--- src/core/cfg_bridge_regs.svh ---
`ifndef CFG_BRIDGE_REGS_SVH
`define CFG_BRIDGE_REGS_SVH
`define CFG_ADDR_PORT 16'h0cf8
`define CFG_DATA_PORT 16'h0cfc
`define CFG_ADDR_RESET 32'h0000_0000
`define CFG_ADDR_WMASK 32'h80ff_fffc
`define CFG_EN_BIT 31
`define CFG_BUS_HI 23
`define CFG_BUS_LO 16
`define CFG_DEV_HI 15
`define CFG_DEV_LO 11
`define CFG_FUN_HI 10
`define CFG_FUN_LO 8
`define CFG_REG_HI 7
`define CFG_REG_LO 2
`define OWN_BUS 8'h00
`define OWN_DEV 5'h05
`define OWN_FUN 3'h0
`define OWN_IDSEL_BIT 16
`define IDX_PORT 16'h0022
`define IDX_DATA_PORT 16'h0023
`endif

--- src/core/cfg_bridge_pkg.sv ---
package cfg_bridge_pkg;
  typedef enum logic [1:0] {SZ_BYTE, SZ_WORD, SZ_DWORD} io_size_t;
  typedef struct packed {
    logic valid;
    logic write;
    logic [15:0] port;
    io_size_t size;
    logic [31:0] wdata;
  } io_req_t;
  typedef struct packed {
    logic valid;
    logic write;
    logic [31:0] addr;
    logic [3:0] be_n;
    logic [31:0] wdata;
    logic own;
  } cfg_cyc_t;
  typedef enum logic [1:0] {SPACE_NONE, SPACE_PCI_CFG, SPACE_INDEXED, SPACE_LEGACY} io_space_t;
endpackage

--- src/core/cfg_byte_enable.sv ---
`timescale 1ns/100ps
module cfg_byte_enable
  import cfg_bridge_pkg::*;
(
  input wire [1:0] offset_in,
  input wire io_size_t size_in,
  output logic [3:0] be_n_out
);
  logic [3:0] be;
  always_comb
  begin
    unique case (size_in)
      SZ_BYTE: be = 4'h1 << offset_in;
      SZ_WORD: be = offset_in[1] ? 4'hc : 4'h3;
      default: be = 4'hf;
    endcase
    // pci enables are active low
    be_n_out = ~be;
  end
endmodule

--- src/core/cfg_strap_latch.sv ---
`timescale 1ns/100ps
module cfg_strap_latch
(
  input wire mclk_in,
  input wire rst_in,
  input wire rtc_source_strap_in,
  input wire row_strobe_pin_strap_in,
  output logic internal_rtc_out,
  output logic extra_row_strobes_out
);
  logic armed_r, armed_nxt;
  logic rtc_r, rtc_nxt;
  logic ras_r, ras_nxt;
  // straps caught on the first clock after reset release, never under reset
  always_comb
  begin
    armed_nxt = armed_r;
    rtc_nxt = rtc_r;
    ras_nxt = ras_r;
    if (armed_r)
    begin
      rtc_nxt = rtc_source_strap_in;
      ras_nxt = row_strobe_pin_strap_in;
      armed_nxt = 1'b0;
    end
  end
  always_ff @(posedge mclk_in)
  begin
    if (rst_in)
    begin
      armed_r <= 1'b1;
      rtc_r <= 1'b0;
      ras_r <= 1'b0;
    end
    else
    begin
      armed_r <= armed_nxt;
      rtc_r <= rtc_nxt;
      ras_r <= ras_nxt;
    end
  end
  assign internal_rtc_out = rtc_r;
  assign extra_row_strobes_out = ras_r;
endmodule

--- src/core/pci_config_access_ports.sv ---
`timescale 1ns/100ps
`include "cfg_bridge_regs.svh"
// Summary of operation
// - Reset loads all registers with defaults and the address port with zero.
// - I/O space splits into config ports, an indexed pair at 22/23, and legacy ports.
// - A strap high at power-up picks the internal clock-calendar, low the external one.
// - A second strap high makes two shared pins row strobes, low makes them lock/back-off.
// - The address port is a 32-bit register of enable, reserved, bus, device, function, reg.
// - The enable flag at 1 lets the data port issue config cycles, at 0 blocks them.
// - A full doubleword write to 0cf8 latches the value with reserved bits 30:24 and bits 1:0 cleared.
// - A full doubleword read of 0cf8 returns the held address.
// - With the enable flag set, any access within 0cfc..0cff becomes a config cycle to the latched address.
// - Byte enables follow the size and byte offset of the data port access.
// - The bridge claims bus 0, device 5 (idsel ad16), function 0, for both chips.
module pci_config_access_ports
  import cfg_bridge_pkg::*;
(
  input wire mclk_in,
  input wire rst_in,
  input wire io_req_t io_req_in,
  input wire cfg_done_in,
  input wire [31:0] cfg_rdata_in,
  input wire rtc_source_strap_in,
  input wire row_strobe_pin_strap_in,
  output logic io_done_out,
  output logic [31:0] io_rdata_out,
  output logic io_pass_out,
  output io_space_t io_space_out,
  output cfg_cyc_t cfg_cyc_out,
  output logic [15:0] cfg_idsel_out,
  output logic internal_rtc_out,
  output logic extra_row_strobes_out
);
  typedef enum {ST_IDLE, ST_CFG} state_t;
  state_t state_r, state_nxt;
  logic [31:0] cfg_addr_r, cfg_addr_nxt;
  cfg_cyc_t cyc_r, cyc_nxt;
  logic done_r, done_nxt;
  logic pass_r, pass_nxt;
  logic [31:0] rdata_r, rdata_nxt;
  io_space_t space_r, space_nxt;
  logic [15:0] idsel_r, idsel_nxt;
  logic [3:0] be_n;
  logic hit_addr, hit_data, own_target;

  function automatic logic is_own(input logic [31:0] a);
    is_own = (a[`CFG_BUS_HI:`CFG_BUS_LO] == `OWN_BUS) &&
             (a[`CFG_DEV_HI:`CFG_DEV_LO] == `OWN_DEV) &&
             (a[`CFG_FUN_HI:`CFG_FUN_LO] == `OWN_FUN);
  endfunction

  // lowest enabled lane; a word at an odd port still sits in lane 0 or 2
  function automatic logic [4:0] lane_shift(input logic [3:0] be_n_f);
    if (!be_n_f[0])
      lane_shift = 5'h00;
    else if (!be_n_f[1])
      lane_shift = 5'h08;
    else if (!be_n_f[2])
      lane_shift = 5'h10;
    else
      lane_shift = 5'h18;
  endfunction

  function automatic logic [31:0] lane_mask(input logic [3:0] be_n_f);
    lane_mask = {{8{~be_n_f[3]}}, {8{~be_n_f[2]}}, {8{~be_n_f[1]}}, {8{~be_n_f[0]}}};
  endfunction

  cfg_byte_enable u_be
  (
    .offset_in(io_req_in.port[1:0]),
    .size_in(io_req_in.size),
    .be_n_out(be_n)
  );

  cfg_strap_latch u_strap
  (
    .mclk_in(mclk_in),
    .rst_in(rst_in),
    .rtc_source_strap_in(rtc_source_strap_in),
    .row_strobe_pin_strap_in(row_strobe_pin_strap_in),
    .internal_rtc_out(internal_rtc_out),
    .extra_row_strobes_out(extra_row_strobes_out)
  );

  assign hit_addr = io_req_in.port == `CFG_ADDR_PORT;
  assign hit_data = io_req_in.port[15:2] == `CFG_DATA_PORT >> 2;
  assign own_target = is_own(cfg_addr_r);

  always_comb
  begin
    state_nxt = state_r;
    cfg_addr_nxt = cfg_addr_r;
    cyc_nxt = cyc_r;
    done_nxt = 1'b0;
    pass_nxt = 1'b0;
    rdata_nxt = rdata_r;
    space_nxt = space_r;
    idsel_nxt = idsel_r;
    unique case (state_r)
      ST_IDLE:
        if (io_req_in.valid)
        begin
          if (hit_addr && io_req_in.size == SZ_DWORD)
          begin
            space_nxt = SPACE_PCI_CFG;
            done_nxt = 1'b1;
            if (io_req_in.write)
              cfg_addr_nxt = io_req_in.wdata & `CFG_ADDR_WMASK;
            else
              rdata_nxt = cfg_addr_r;
          end
          else if (hit_data && cfg_addr_r[`CFG_EN_BIT])
          begin
            space_nxt = SPACE_PCI_CFG;
            cyc_nxt.valid = 1'b1;
            cyc_nxt.write = io_req_in.write;
            cyc_nxt.addr = {cfg_addr_r[31:2], 2'b00};
            cyc_nxt.be_n = be_n;
            cyc_nxt.wdata = io_req_in.wdata << lane_shift(be_n);
            cyc_nxt.own = own_target;
            idsel_nxt = own_target ? 16'h0001 : 16'h0000;
            state_nxt = ST_CFG;
          end
          else
          begin
            // disabled data port and partial 0cf8 go out as plain i/o
            pass_nxt = 1'b1;
            done_nxt = 1'b1;
            if (io_req_in.port == `IDX_PORT || io_req_in.port == `IDX_DATA_PORT)
              space_nxt = SPACE_INDEXED;
            else
              space_nxt = SPACE_LEGACY;
          end
        end
      ST_CFG:
        if (cfg_done_in)
        begin
          cyc_nxt.valid = 1'b0;
          idsel_nxt = 16'h0000;
          done_nxt = 1'b1;
          // unused lanes dropped so narrow reads come back zero-extended
          rdata_nxt = (cfg_rdata_in & lane_mask(cyc_r.be_n)) >> lane_shift(cyc_r.be_n);
          state_nxt = ST_IDLE;
        end
    endcase
  end

  always_ff @(posedge mclk_in)
  begin
    if (rst_in)
    begin
      state_r <= ST_IDLE;
      cfg_addr_r <= `CFG_ADDR_RESET;
      cyc_r <= '0;
      done_r <= 1'b0;
      pass_r <= 1'b0;
      rdata_r <= 32'h0000_0000;
      space_r <= SPACE_NONE;
      idsel_r <= 16'h0000;
    end
    else
    begin
      state_r <= state_nxt;
      cfg_addr_r <= cfg_addr_nxt;
      cyc_r <= cyc_nxt;
      done_r <= done_nxt;
      pass_r <= pass_nxt;
      rdata_r <= rdata_nxt;
      space_r <= space_nxt;
      idsel_r <= idsel_nxt;
    end
  end

  assign io_done_out = done_r;
  assign io_pass_out = pass_r;
  assign io_rdata_out = rdata_r;
  assign io_space_out = space_r;
  assign cfg_cyc_out = cyc_r;
  // idsel vector bit 0 stands for ad16
  assign cfg_idsel_out = idsel_r;

  addr_reset_a: assert property (@(posedge mclk_in) rst_in |=> cfg_addr_r == 32'h0)
    else $error("address port not zero after reset");
  addr_latch_a: assert property (@(posedge mclk_in) disable iff (rst_in)
    state_r == ST_IDLE && io_req_in.valid && io_req_in.write && hit_addr &&
    io_req_in.size == SZ_DWORD |=> cfg_addr_r == ($past(io_req_in.wdata) & 32'h80ff_fffc))
    else $error("address port not latched");
  addr_read_a: assert property (@(posedge mclk_in) disable iff (rst_in)
    state_r == ST_IDLE && io_req_in.valid && !io_req_in.write && hit_addr &&
    io_req_in.size == SZ_DWORD |=> io_done_out && io_rdata_out == $past(cfg_addr_r))
    else $error("address read wrong");
  partial_keep_a: assert property (@(posedge mclk_in) disable iff (rst_in)
    state_r == ST_IDLE && io_req_in.valid && hit_addr && io_req_in.size != SZ_DWORD
    |=> $stable(cfg_addr_r) && io_pass_out)
    else $error("partial access altered address");
  cyc_start_a: assert property (@(posedge mclk_in) disable iff (rst_in)
    state_r == ST_IDLE && io_req_in.valid && hit_data && cfg_addr_r[31]
    |=> cfg_cyc_out.valid && cfg_cyc_out.addr[31:2] == $past(cfg_addr_r[31:2]))
    else $error("config cycle not started");
  enable_gate_a: assert property (@(posedge mclk_in) disable iff (rst_in)
    state_r == ST_IDLE && io_req_in.valid && hit_data && !cfg_addr_r[31]
    |=> !cfg_cyc_out.valid && io_pass_out)
    else $error("disabled data port made a cycle");
  word_be_a: assert property (@(posedge mclk_in) disable iff (rst_in)
    state_r == ST_IDLE && io_req_in.valid && hit_data && cfg_addr_r[31] &&
    io_req_in.size == SZ_WORD && io_req_in.port[1] |=> cfg_cyc_out.be_n == 4'h3)
    else $error("word byte enables wrong");
  own_claim_a: assert property (@(posedge mclk_in) disable iff (rst_in)
    cfg_cyc_out.valid |-> cfg_cyc_out.own == (cfg_cyc_out.addr[23:8] == 16'h0028))
    else $error("own target claim wrong");

  rst_quiet_a: assert property (@(posedge mclk_in) rst_in |=>
    !io_done_out && !io_pass_out && !cfg_cyc_out.valid && io_space_out == SPACE_NONE)
    else $error("outputs not idle after reset");
  addr_hold_a: assert property (@(posedge mclk_in) disable iff (rst_in)
    !(state_r == ST_IDLE && io_req_in.valid && io_req_in.write && hit_addr &&
    io_req_in.size == SZ_DWORD) |=> $stable(cfg_addr_r))
    else $error("address port changed without write");
  pass_pair_a: assert property (@(posedge mclk_in) disable iff (rst_in)
    io_pass_out |-> io_done_out)
    else $error("pass without done");

  // straps freeze after the first edge out of reset, later pin noise is harmless
  rtc_strap_a: assert property (@(posedge mclk_in) rst_in ##1 !rst_in |=>
    internal_rtc_out == $past(rtc_source_strap_in))
    else $error("clock source strap not taken");
  row_strap_a: assert property (@(posedge mclk_in) rst_in ##1 !rst_in |=>
    extra_row_strobes_out == $past(row_strobe_pin_strap_in))
    else $error("row strobe strap not taken");
  strap_hold_a: assert property (@(posedge mclk_in) disable iff (rst_in)
    !$past(rst_in) && !$past(rst_in, 2) |-> $stable({internal_rtc_out, extra_row_strobes_out}))
    else $error("strap value moved");

  byte_be_a: assert property (@(posedge mclk_in) disable iff (rst_in)
    state_r == ST_IDLE && io_req_in.valid && hit_data && cfg_addr_r[31] &&
    io_req_in.size == SZ_BYTE |=> cfg_cyc_out.be_n == ~(4'h1 << $past(io_req_in.port[1:0])))
    else $error("byte enables wrong");
  word_lo_be_a: assert property (@(posedge mclk_in) disable iff (rst_in)
    state_r == ST_IDLE && io_req_in.valid && hit_data && cfg_addr_r[31] &&
    io_req_in.size == SZ_WORD && !io_req_in.port[1] |=> cfg_cyc_out.be_n == 4'hc)
    else $error("low word byte enables wrong");
  dword_be_a: assert property (@(posedge mclk_in) disable iff (rst_in)
    state_r == ST_IDLE && io_req_in.valid && hit_data && cfg_addr_r[31] &&
    io_req_in.size == SZ_DWORD |=> cfg_cyc_out.be_n == 4'h0)
    else $error("dword byte enables wrong");
  byte_lane_a: assert property (@(posedge mclk_in) disable iff (rst_in)
    state_r == ST_IDLE && io_req_in.valid && io_req_in.write && hit_data &&
    cfg_addr_r[31] && io_req_in.size == SZ_BYTE |=>
    ((cfg_cyc_out.wdata >> {$past(io_req_in.port[1:0]), 3'b000}) & 32'h0000_00ff) ==
    {24'h00_0000, $past(io_req_in.wdata[7:0])})
    else $error("byte write lane wrong");
  word_lane_a: assert property (@(posedge mclk_in) disable iff (rst_in)
    state_r == ST_IDLE && io_req_in.valid && io_req_in.write && hit_data &&
    cfg_addr_r[31] && io_req_in.size == SZ_WORD && io_req_in.port[1] |=>
    cfg_cyc_out.wdata[31:16] == $past(io_req_in.wdata[15:0]))
    else $error("high word write lane wrong");
  dword_lane_a: assert property (@(posedge mclk_in) disable iff (rst_in)
    state_r == ST_IDLE && io_req_in.valid && io_req_in.write && hit_data &&
    cfg_addr_r[31] && io_req_in.size == SZ_DWORD |=> cfg_cyc_out.wdata == $past(io_req_in.wdata))
    else $error("dword write data wrong");
  rd_byte_a: assert property (@(posedge mclk_in) disable iff (rst_in)
    state_r == ST_CFG && cfg_done_in && !cfg_cyc_out.write && cfg_cyc_out.be_n == 4'hb
    |=> io_rdata_out == {24'h00_0000, $past(cfg_rdata_in[23:16])})
    else $error("byte read lane wrong");
  rd_word_a: assert property (@(posedge mclk_in) disable iff (rst_in)
    state_r == ST_CFG && cfg_done_in && !cfg_cyc_out.write && cfg_cyc_out.be_n == 4'h3
    |=> io_rdata_out == {16'h0000, $past(cfg_rdata_in[31:16])})
    else $error("high word read lane wrong");
  rd_dword_a: assert property (@(posedge mclk_in) disable iff (rst_in)
    state_r == ST_CFG && cfg_done_in && !cfg_cyc_out.write && cfg_cyc_out.be_n == 4'h0
    |=> io_rdata_out == $past(cfg_rdata_in))
    else $error("dword read data wrong");

  cyc_dir_a: assert property (@(posedge mclk_in) disable iff (rst_in)
    state_r == ST_IDLE && io_req_in.valid && hit_data && cfg_addr_r[31]
    |=> cfg_cyc_out.write == $past(io_req_in.write) && state_r == ST_CFG)
    else $error("config cycle direction wrong");
  cyc_hold_a: assert property (@(posedge mclk_in) disable iff (rst_in)
    state_r == ST_CFG && !cfg_done_in |=> $stable(cfg_cyc_out) && $stable(cfg_addr_r))
    else $error("config cycle moved while outstanding");
  cyc_end_a: assert property (@(posedge mclk_in) disable iff (rst_in)
    state_r == ST_CFG && cfg_done_in |=> !cfg_cyc_out.valid && io_done_out &&
    cfg_idsel_out == 16'h0000)
    else $error("config cycle not closed");
  idsel_track_a: assert property (@(posedge mclk_in) disable iff (rst_in)
    cfg_idsel_out == {15'h0000, cfg_cyc_out.valid && cfg_cyc_out.own})
    else $error("idsel does not follow own cycle");

  space_idx_a: assert property (@(posedge mclk_in) disable iff (rst_in)
    state_r == ST_IDLE && io_req_in.valid &&
    (io_req_in.port == `IDX_PORT || io_req_in.port == `IDX_DATA_PORT)
    |=> io_space_out == SPACE_INDEXED && io_pass_out)
    else $error("indexed pair not flagged");
  space_cfg_a: assert property (@(posedge mclk_in) disable iff (rst_in)
    state_r == ST_IDLE && io_req_in.valid &&
    ((hit_addr && io_req_in.size == SZ_DWORD) || (hit_data && cfg_addr_r[31]))
    |=> io_space_out == SPACE_PCI_CFG)
    else $error("config space not flagged");
  space_legacy_a: assert property (@(posedge mclk_in) disable iff (rst_in)
    state_r == ST_IDLE && io_req_in.valid && !hit_addr && !hit_data &&
    io_req_in.port != `IDX_PORT && io_req_in.port != `IDX_DATA_PORT
    |=> io_space_out == SPACE_LEGACY && io_pass_out)
    else $error("legacy space not flagged");
endmodule

--- config.mk ---
export PLATFORM = sky130hd
export DESIGN_NAME = pci_config_access_ports
export DESIGN_NICKNAME = d
export VERILOG_FILES = /design/src/core/cfg_bridge_pkg.sv /design/src/core/cfg_byte_enable.sv /design/src/core/cfg_strap_latch.sv /design/src/core/pci_config_access_ports.sv
export VERILOG_INCLUDE_DIRS = /design/src /design/src/core
export SDC_FILE = /design/constraint.sdc
export NUM_CORES = 1
export LEC_CHECK = 0
export ABC_AREA = 0
export BUFFER_PORTS_ARGS = -buffer_cell sky130_fd_sc_hd__buf_4
export CAP_MARGIN = 0
export CORE_MARGIN = 2
export CORE_UTILIZATION = 35
export CTS_CLUSTER_DIAMETER = 150
export CTS_CLUSTER_SIZE = 30
export DETAILED_ROUTE_END_ITERATION = 10
export GPL_ROUTABILITY_DRIVEN = 0
export GPL_TIMING_DRIVEN = 0
export PLACE_DENSITY = 0.65
export SYNTH_ARGS = -nofsm -noshare
export SYNTH_HDL_FRONTEND = slang
export SYNTH_SLANG_ARGS = --single-unit
--- constraint.sdc ---
create_clock -name mclk_in -period 2.7 [get_ports mclk_in]
set_input_delay 0.27 -clock mclk_in [delete_from_list [all_inputs] [get_ports mclk_in]]
set_output_delay 0.27 -clock mclk_in [all_outputs]
set_load 0.02 [all_outputs]
======== After elaboration in Yosys (flattened, before gate mapping) ========
Cells that the tools add are included.
storage, ports and cells
  output and inout port bits .............. 125
  ROM bits ................................ 0
  memories kept ........................... 0
  RAM bits ................................ 0
  register bits after elaboration ......... 172
  logic and storage cells ................. 101
  latch bits .............................. 0
  input bits .............................. 89
operators by class
  shift-type cells ........................ 3
  equal/unequal tests ..................... 14
  muxes and demuxes ....................... 44
  $add $sub $neg .......................... 0
  div/mod/pow operators ................... 0
  magnitude comparators ................... 0
  reductions and logical operators ........ 15
  multipliers ............................. 0
  bitwise gates (word level) .............. 9
operators by type and width
  operator                count
  $mux W32                8
  $mux W71                3
  $pmux W32 S2            2
  $mux W16                4
  $mux W5                 10
  $and A32 B32 Y32        1
  $eq A16 B6 Y1 const B   2
  $eq A32 B1 Y1 const B   1
  $logic_not A32 Y1       1
  $pmux W16 S2            1
  $shl A32 B5 Y32         1
  $shr A32 B5 Y32         1
  $eq A16 B12 Y1 const B  1
  $reduce_and A4 Y1       4
  $eq A14 B10 Y1 const B  1
  $mux W4                 3
  $ne A2 B2 Y1 const B    6
  $logic_not A8 Y1        1
  $mux W1                 8
  $pmux W4 S2             1
  $not A1 Y1              7
  $eq A5 B3 Y1 const B    1
  $logic_and A1 B1 Y1     4
  $mux W2                 2
  other kinds (10)        11

======== Longest topological paths before layout ========
  word-level depth ........................ 15
  gate-level depth with buffers ........... 7
  mapped depth without buffers ............ 4

======== Cells and area by module ========
From an unflattened synthesis, not the netlist that was laid out.
second synthesis, totals
  cells, all modules ...................... 843
  area, all modules ....................... 6710.2 sq um
modules (own cells, without submodules)
  module                   sequential area each (sq um)  times used  cells each  area each (sq um)
  pci_config_access_ports  2462.4                        1           829         6586.3
  cfg_strap_latch          60.1                          1           7           87.6
  cfg_byte_enable          0.0                           1           7           36.3

======== Worst setup path after synthesis ========
OpenSTA, ideal clock, no wires.
  path type ............................... register to register
  start ................................... register state_r[0]
  end ..................................... register rdata_r[18] (netlist: io_rdata_out[18])
  slack ................................... 0.957 ns
  path buffers ............................ 2
  library setup time ...................... 0.121 ns
  stages on the path, launching flop included .. 7
  period minus slack after synthesis ...... 1.743 ns
  required time ........................... 2.579 ns
  arrival ................................. 1.622 ns
  path through ............................ dfxtp_1 > and4b_1 > nand4_2 > o31a_1 > buf_6 > buf_6 > mux2_4
on the way
  cells in the longest elaborated chain, start to end .. 3
  elaborated cells between the ends (all ways) .. 8
  those cells by class .................... eq/ne (5); mux (1); reduce/logical (2)
ends and longest elaborated chain
  element                                             RTL line                        text
  from (decl)                                         pci_config_access_ports.sv:35   state_t state_r, state_nxt;
  from (signal assigned)                              pci_config_access_ports.sv:163  state_r <= state_nxt;
  $eq A32 B1 Y1 or $logic_not A32 Y1 (tied branches)  pci_config_access_ports.sv:99   unique case (state_r)
  $ne A2 B2 Y1 (no line)                              n/a
  $reduce_and A4 Y1 (no line)                         n/a
  to (signal assigned)                                pci_config_access_ports.sv:168  rdata_r <= rdata_nxt;
  to (decl)                                           pci_config_access_ports.sv:40   logic [31:0] rdata_r, rdata_nxt;
Several ways; a longest one is shown, not always the timed one.
A chain may end at the register's enable or synchronous reset.

======== Worst setup path in the final report ========
  start ................................... register cfg_addr_r[31]
  end ..................................... register cyc_r, in the netlist cfg_cyc_out[36]
on the way
  cells in the longest elaborated chain, start to end .. 2
ends and longest elaborated chain
  element                      RTL line                        text
  from (decl)                  pci_config_access_ports.sv:36   logic [31:0] cfg_addr_r, cfg_addr_nxt;
  from (signal assigned)       pci_config_access_ports.sv:153  cfg_addr_r <= `CFG_ADDR_RESET;
  from (signal assigned)       pci_config_access_ports.sv:164  cfg_addr_r <= cfg_addr_nxt;
  $logic_and A1 B1 Y1          pci_config_access_ports.sv:112  else if (hit_data && cfg_addr_r[`CFG_EN_BIT])
  $reduce_and A4 Y1 (no line)  n/a
  to (signal assigned)         pci_config_access_ports.sv:165  cyc_r <= cyc_nxt;
  to (decl)                    pci_config_access_ports.sv:37   cfg_cyc_t cyc_r, cyc_nxt;
No other way between the ends.

==> qor.csv <==
stage,metric,value,unit
power_and_ir_drop,VDD IR max,420,uV
setup_path,type of origin of the critical path,register,
final_layout,post-route cell area,9100,um2
sta,Slew headroom,50.3,%
sta,total negative slack,0,ns
setup_path,CP Capture Type,register,
cts,Resized Gates After CTS,0,
sta,Max Fclk,435,MHz
cts,Worst-path clk slew,0.06,ns
placement,Post-DP Area,8520,um2
global_route,first-pass GRT wire length,36900,um
yosys,Netlist cell types,46,
yosys,register bit total from synthesis,126,
cts,clock sink count,126,
yosys,Post-synth EDFFs,0,
floorplanning,Initial Util,35.8,%
final_layout,Antenna Cells,0,
setup_path,worst endpoint required time,3.05,ns
final_layout,Layout Area Growth over Synthesis,35.3,%
yosys,ys flop type,dfxtp_1,
cts,CTS Buf Count,17,
setup_path,path type of the worst setup path,reg2reg,
placement,PortBufs,188,
floorplanning,Die Width,143,um
route,drt drc,0,
yosys,synthesized instance count,818,
global_route,initial antenna violation count,0,
final_layout,share of cells above drive strength 1,27.8,%
route,DRT iter0 DRCs,785,
global_route,Congestion Overflow GR,0,
final_layout,"commonest non-fill, non-tap cell in the layout",buf_4,
outcome,status,"complete, no violations",
yosys,Syn Std Cell Area,6730,um2
route,Routed WL per cell,18.8,um
yosys,"Warnings, synthesis",0,
sta,Hold WS,0.0144,ns
sta,min Tclk post-route,2.30,ns
yosys,Syn Area/Cell,8.22,um2
final_layout,Final #Nets,1137,
cts,Clock Latency Late Sink,0.44,ns
setup_path,worst-path maximum fanout,10,
sta,final worst slack,0.401,ns
power_and_ir_drop,Leak,3.69,nW
power_and_ir_drop,total power,4.55,mW
cts,post-CTS setup buffer count,0,
global_route,vias in the first global route,6663,
floorplanning,# rows,50,
cts,clk buf depth,2,
power_and_ir_drop,Power Density,500,nW/um2
placement,dpl ws,0.478,ns
hold_path,worst hold path class,in2reg,
floorplanning,Die Ht,143,um
route,routed vias,7056,
sta,RSZ-0062 raised after global routing,false,
route,Post-Route WL,24300,um
cts,clk root buf,clkbuf_16,
sta,"Hold Vio Cnt, Final",0,
global_route,largest net degree at the start of global routing,17,
sta,final period utilization,85.2,%
sta,final setup fails,0,
final_layout,most frequent cells in the layout,"buf_4 (212), dfxtp_1 (126), o21ai_0 (113), a21oi_1 (103), clkbuf_1 (59)",
placement,HPWL Detailed,18300,um
cts,Post-CTS Hold Buffers,0,
global_route,GRT Total Usage,23.6,%
cts,H-Tree Depth,4,
sta,Max Slew Vio Count,0,
setup_path,CP arrival,2.65,ns
floorplanning,Core ar.,18800,um2
route,antenna-violating nets left,0,
sta,Least-Margin Pin Slew,0.746,ns
cts,CTS tree,done,
sta,Setup Skew,0.0120,ns
run,max cap viols,0,
route,average via count per standard cell,5.45,
yosys,Post-synth ARST share,0,%
floorplanning,full die area,20300,um2
yosys,part of the Yosys area used for sequential elements,37.5,%
floorplanning,I/O pin total,214,
route,drt first pass iters,5,
[Yosys cell counts (all sizes together), types with 9 or more instances]
library cell,count,share of area (%)
a21oi,103,7.7
a31oi,18,1.7
mux2,24,4.4
o21ai,113,8.4
a211oi,9,1.0
nand2,20,1.1
nand2b,57,5.3
buf,49,4.7
nor2,36,2.0
nor2b,26,2.4
mux2i,26,3.9
nand3,36,2.7
nand4,42,4.0
clkbuf,58,3.2
nand3b,17,1.9
dfxtp,126,38
[final cells by class]
type | count | area (um2)
Buffer | 107 | 537
Clock buffer | 19 | 443
Clock inverter | 12 | 139
Fill cell | 1898 | 9670
Inverter | 8 | 30.0
Multi-Input combinational cell | 600 | 3720
Sequential cell | 126 | 2520
Tap cell | 234 | 293
Timing Repair Buffer | 188 | 1410
[worst paths after layout]
kind                                         to             from  slack (ns)  depth (start not counted)
worst min-delay path            u_strap.armed_r           rst_in        0.01                          1
worst max-delay path            cfg_cyc_out[36]   cfg_addr_r[31]        0.40                          7
worst max register to register  cfg_cyc_out[36]   cfg_addr_r[31]        0.40                          7
worst min register to register  cfg_cyc_out[70]  cfg_cyc_out[70]        0.46                          2
[per-stage QoR]
| step | instances | utilization [%] |
|---|---|---|
| floorplan | 841 | - |
| global placement | 1263 | 45.4 |
| detailed placement | 1263 | 45.4 |
| CTS | 1294 | 48.5 |
| global route | 1294 | 48.5 |
| finish | 1294 | 48.5 |
[routing by layer]
| metal | share of wire [%] | up-vias | global-route usage, % |
|---|---|---|---|
| met5 | 0 | - | 0 |
| met1 | 43 | 3258 | 31.9 |
| met3 | 9.1 | 56 | 5.00 |
| met4 | 2.9 | 0 | 9.43 |
| met2 | 45 | 373 | 36.9 |
| li1 | - | 3369 | - |
[state kept, by name, indices dropped and copies added, names as in the netlist]
register and flops:
cfg_addr_r 23, io_done_out 1, u_strap.armed_r 1, u_strap.extra_row_strobes_out 1, cfg_cyc_out 62, io_space_out 2, state_r 1, u_strap.internal_rtc_out 1
cfg_idsel_out 1, io_pass_out 1, io_rdata_out 32
[worst max-delay path, stage by stage (launching register included)]
cell and delay (ns):
dfxtp_1 0.38, nand2_1 0.21, clkbuf_1 0.31, nor2_1 0.25
buf_2 0.30, buf_1 0.42, nand3_1 0.17, a21oi_1 0.17
[where the power goes]
group	internal, mW	switching, mW
Combinational	0.188	0.218
Clock	1.38	0.894
Sequential	1.87	0.00306
Total	3.44	1.11
[kinds of logic after synthesis]
kind of cell,count (synthesis),share of synthesized area (%)
AO/OA/AOI/OAI,258,20.5
flip-flops,126,37.5
AND/OR/NAND/NOR,260,22.6
multiplexers,58,10.9
buffers and inverters,115,8.43
other,1,0.0558
Power figures use the tool's default switching activity.
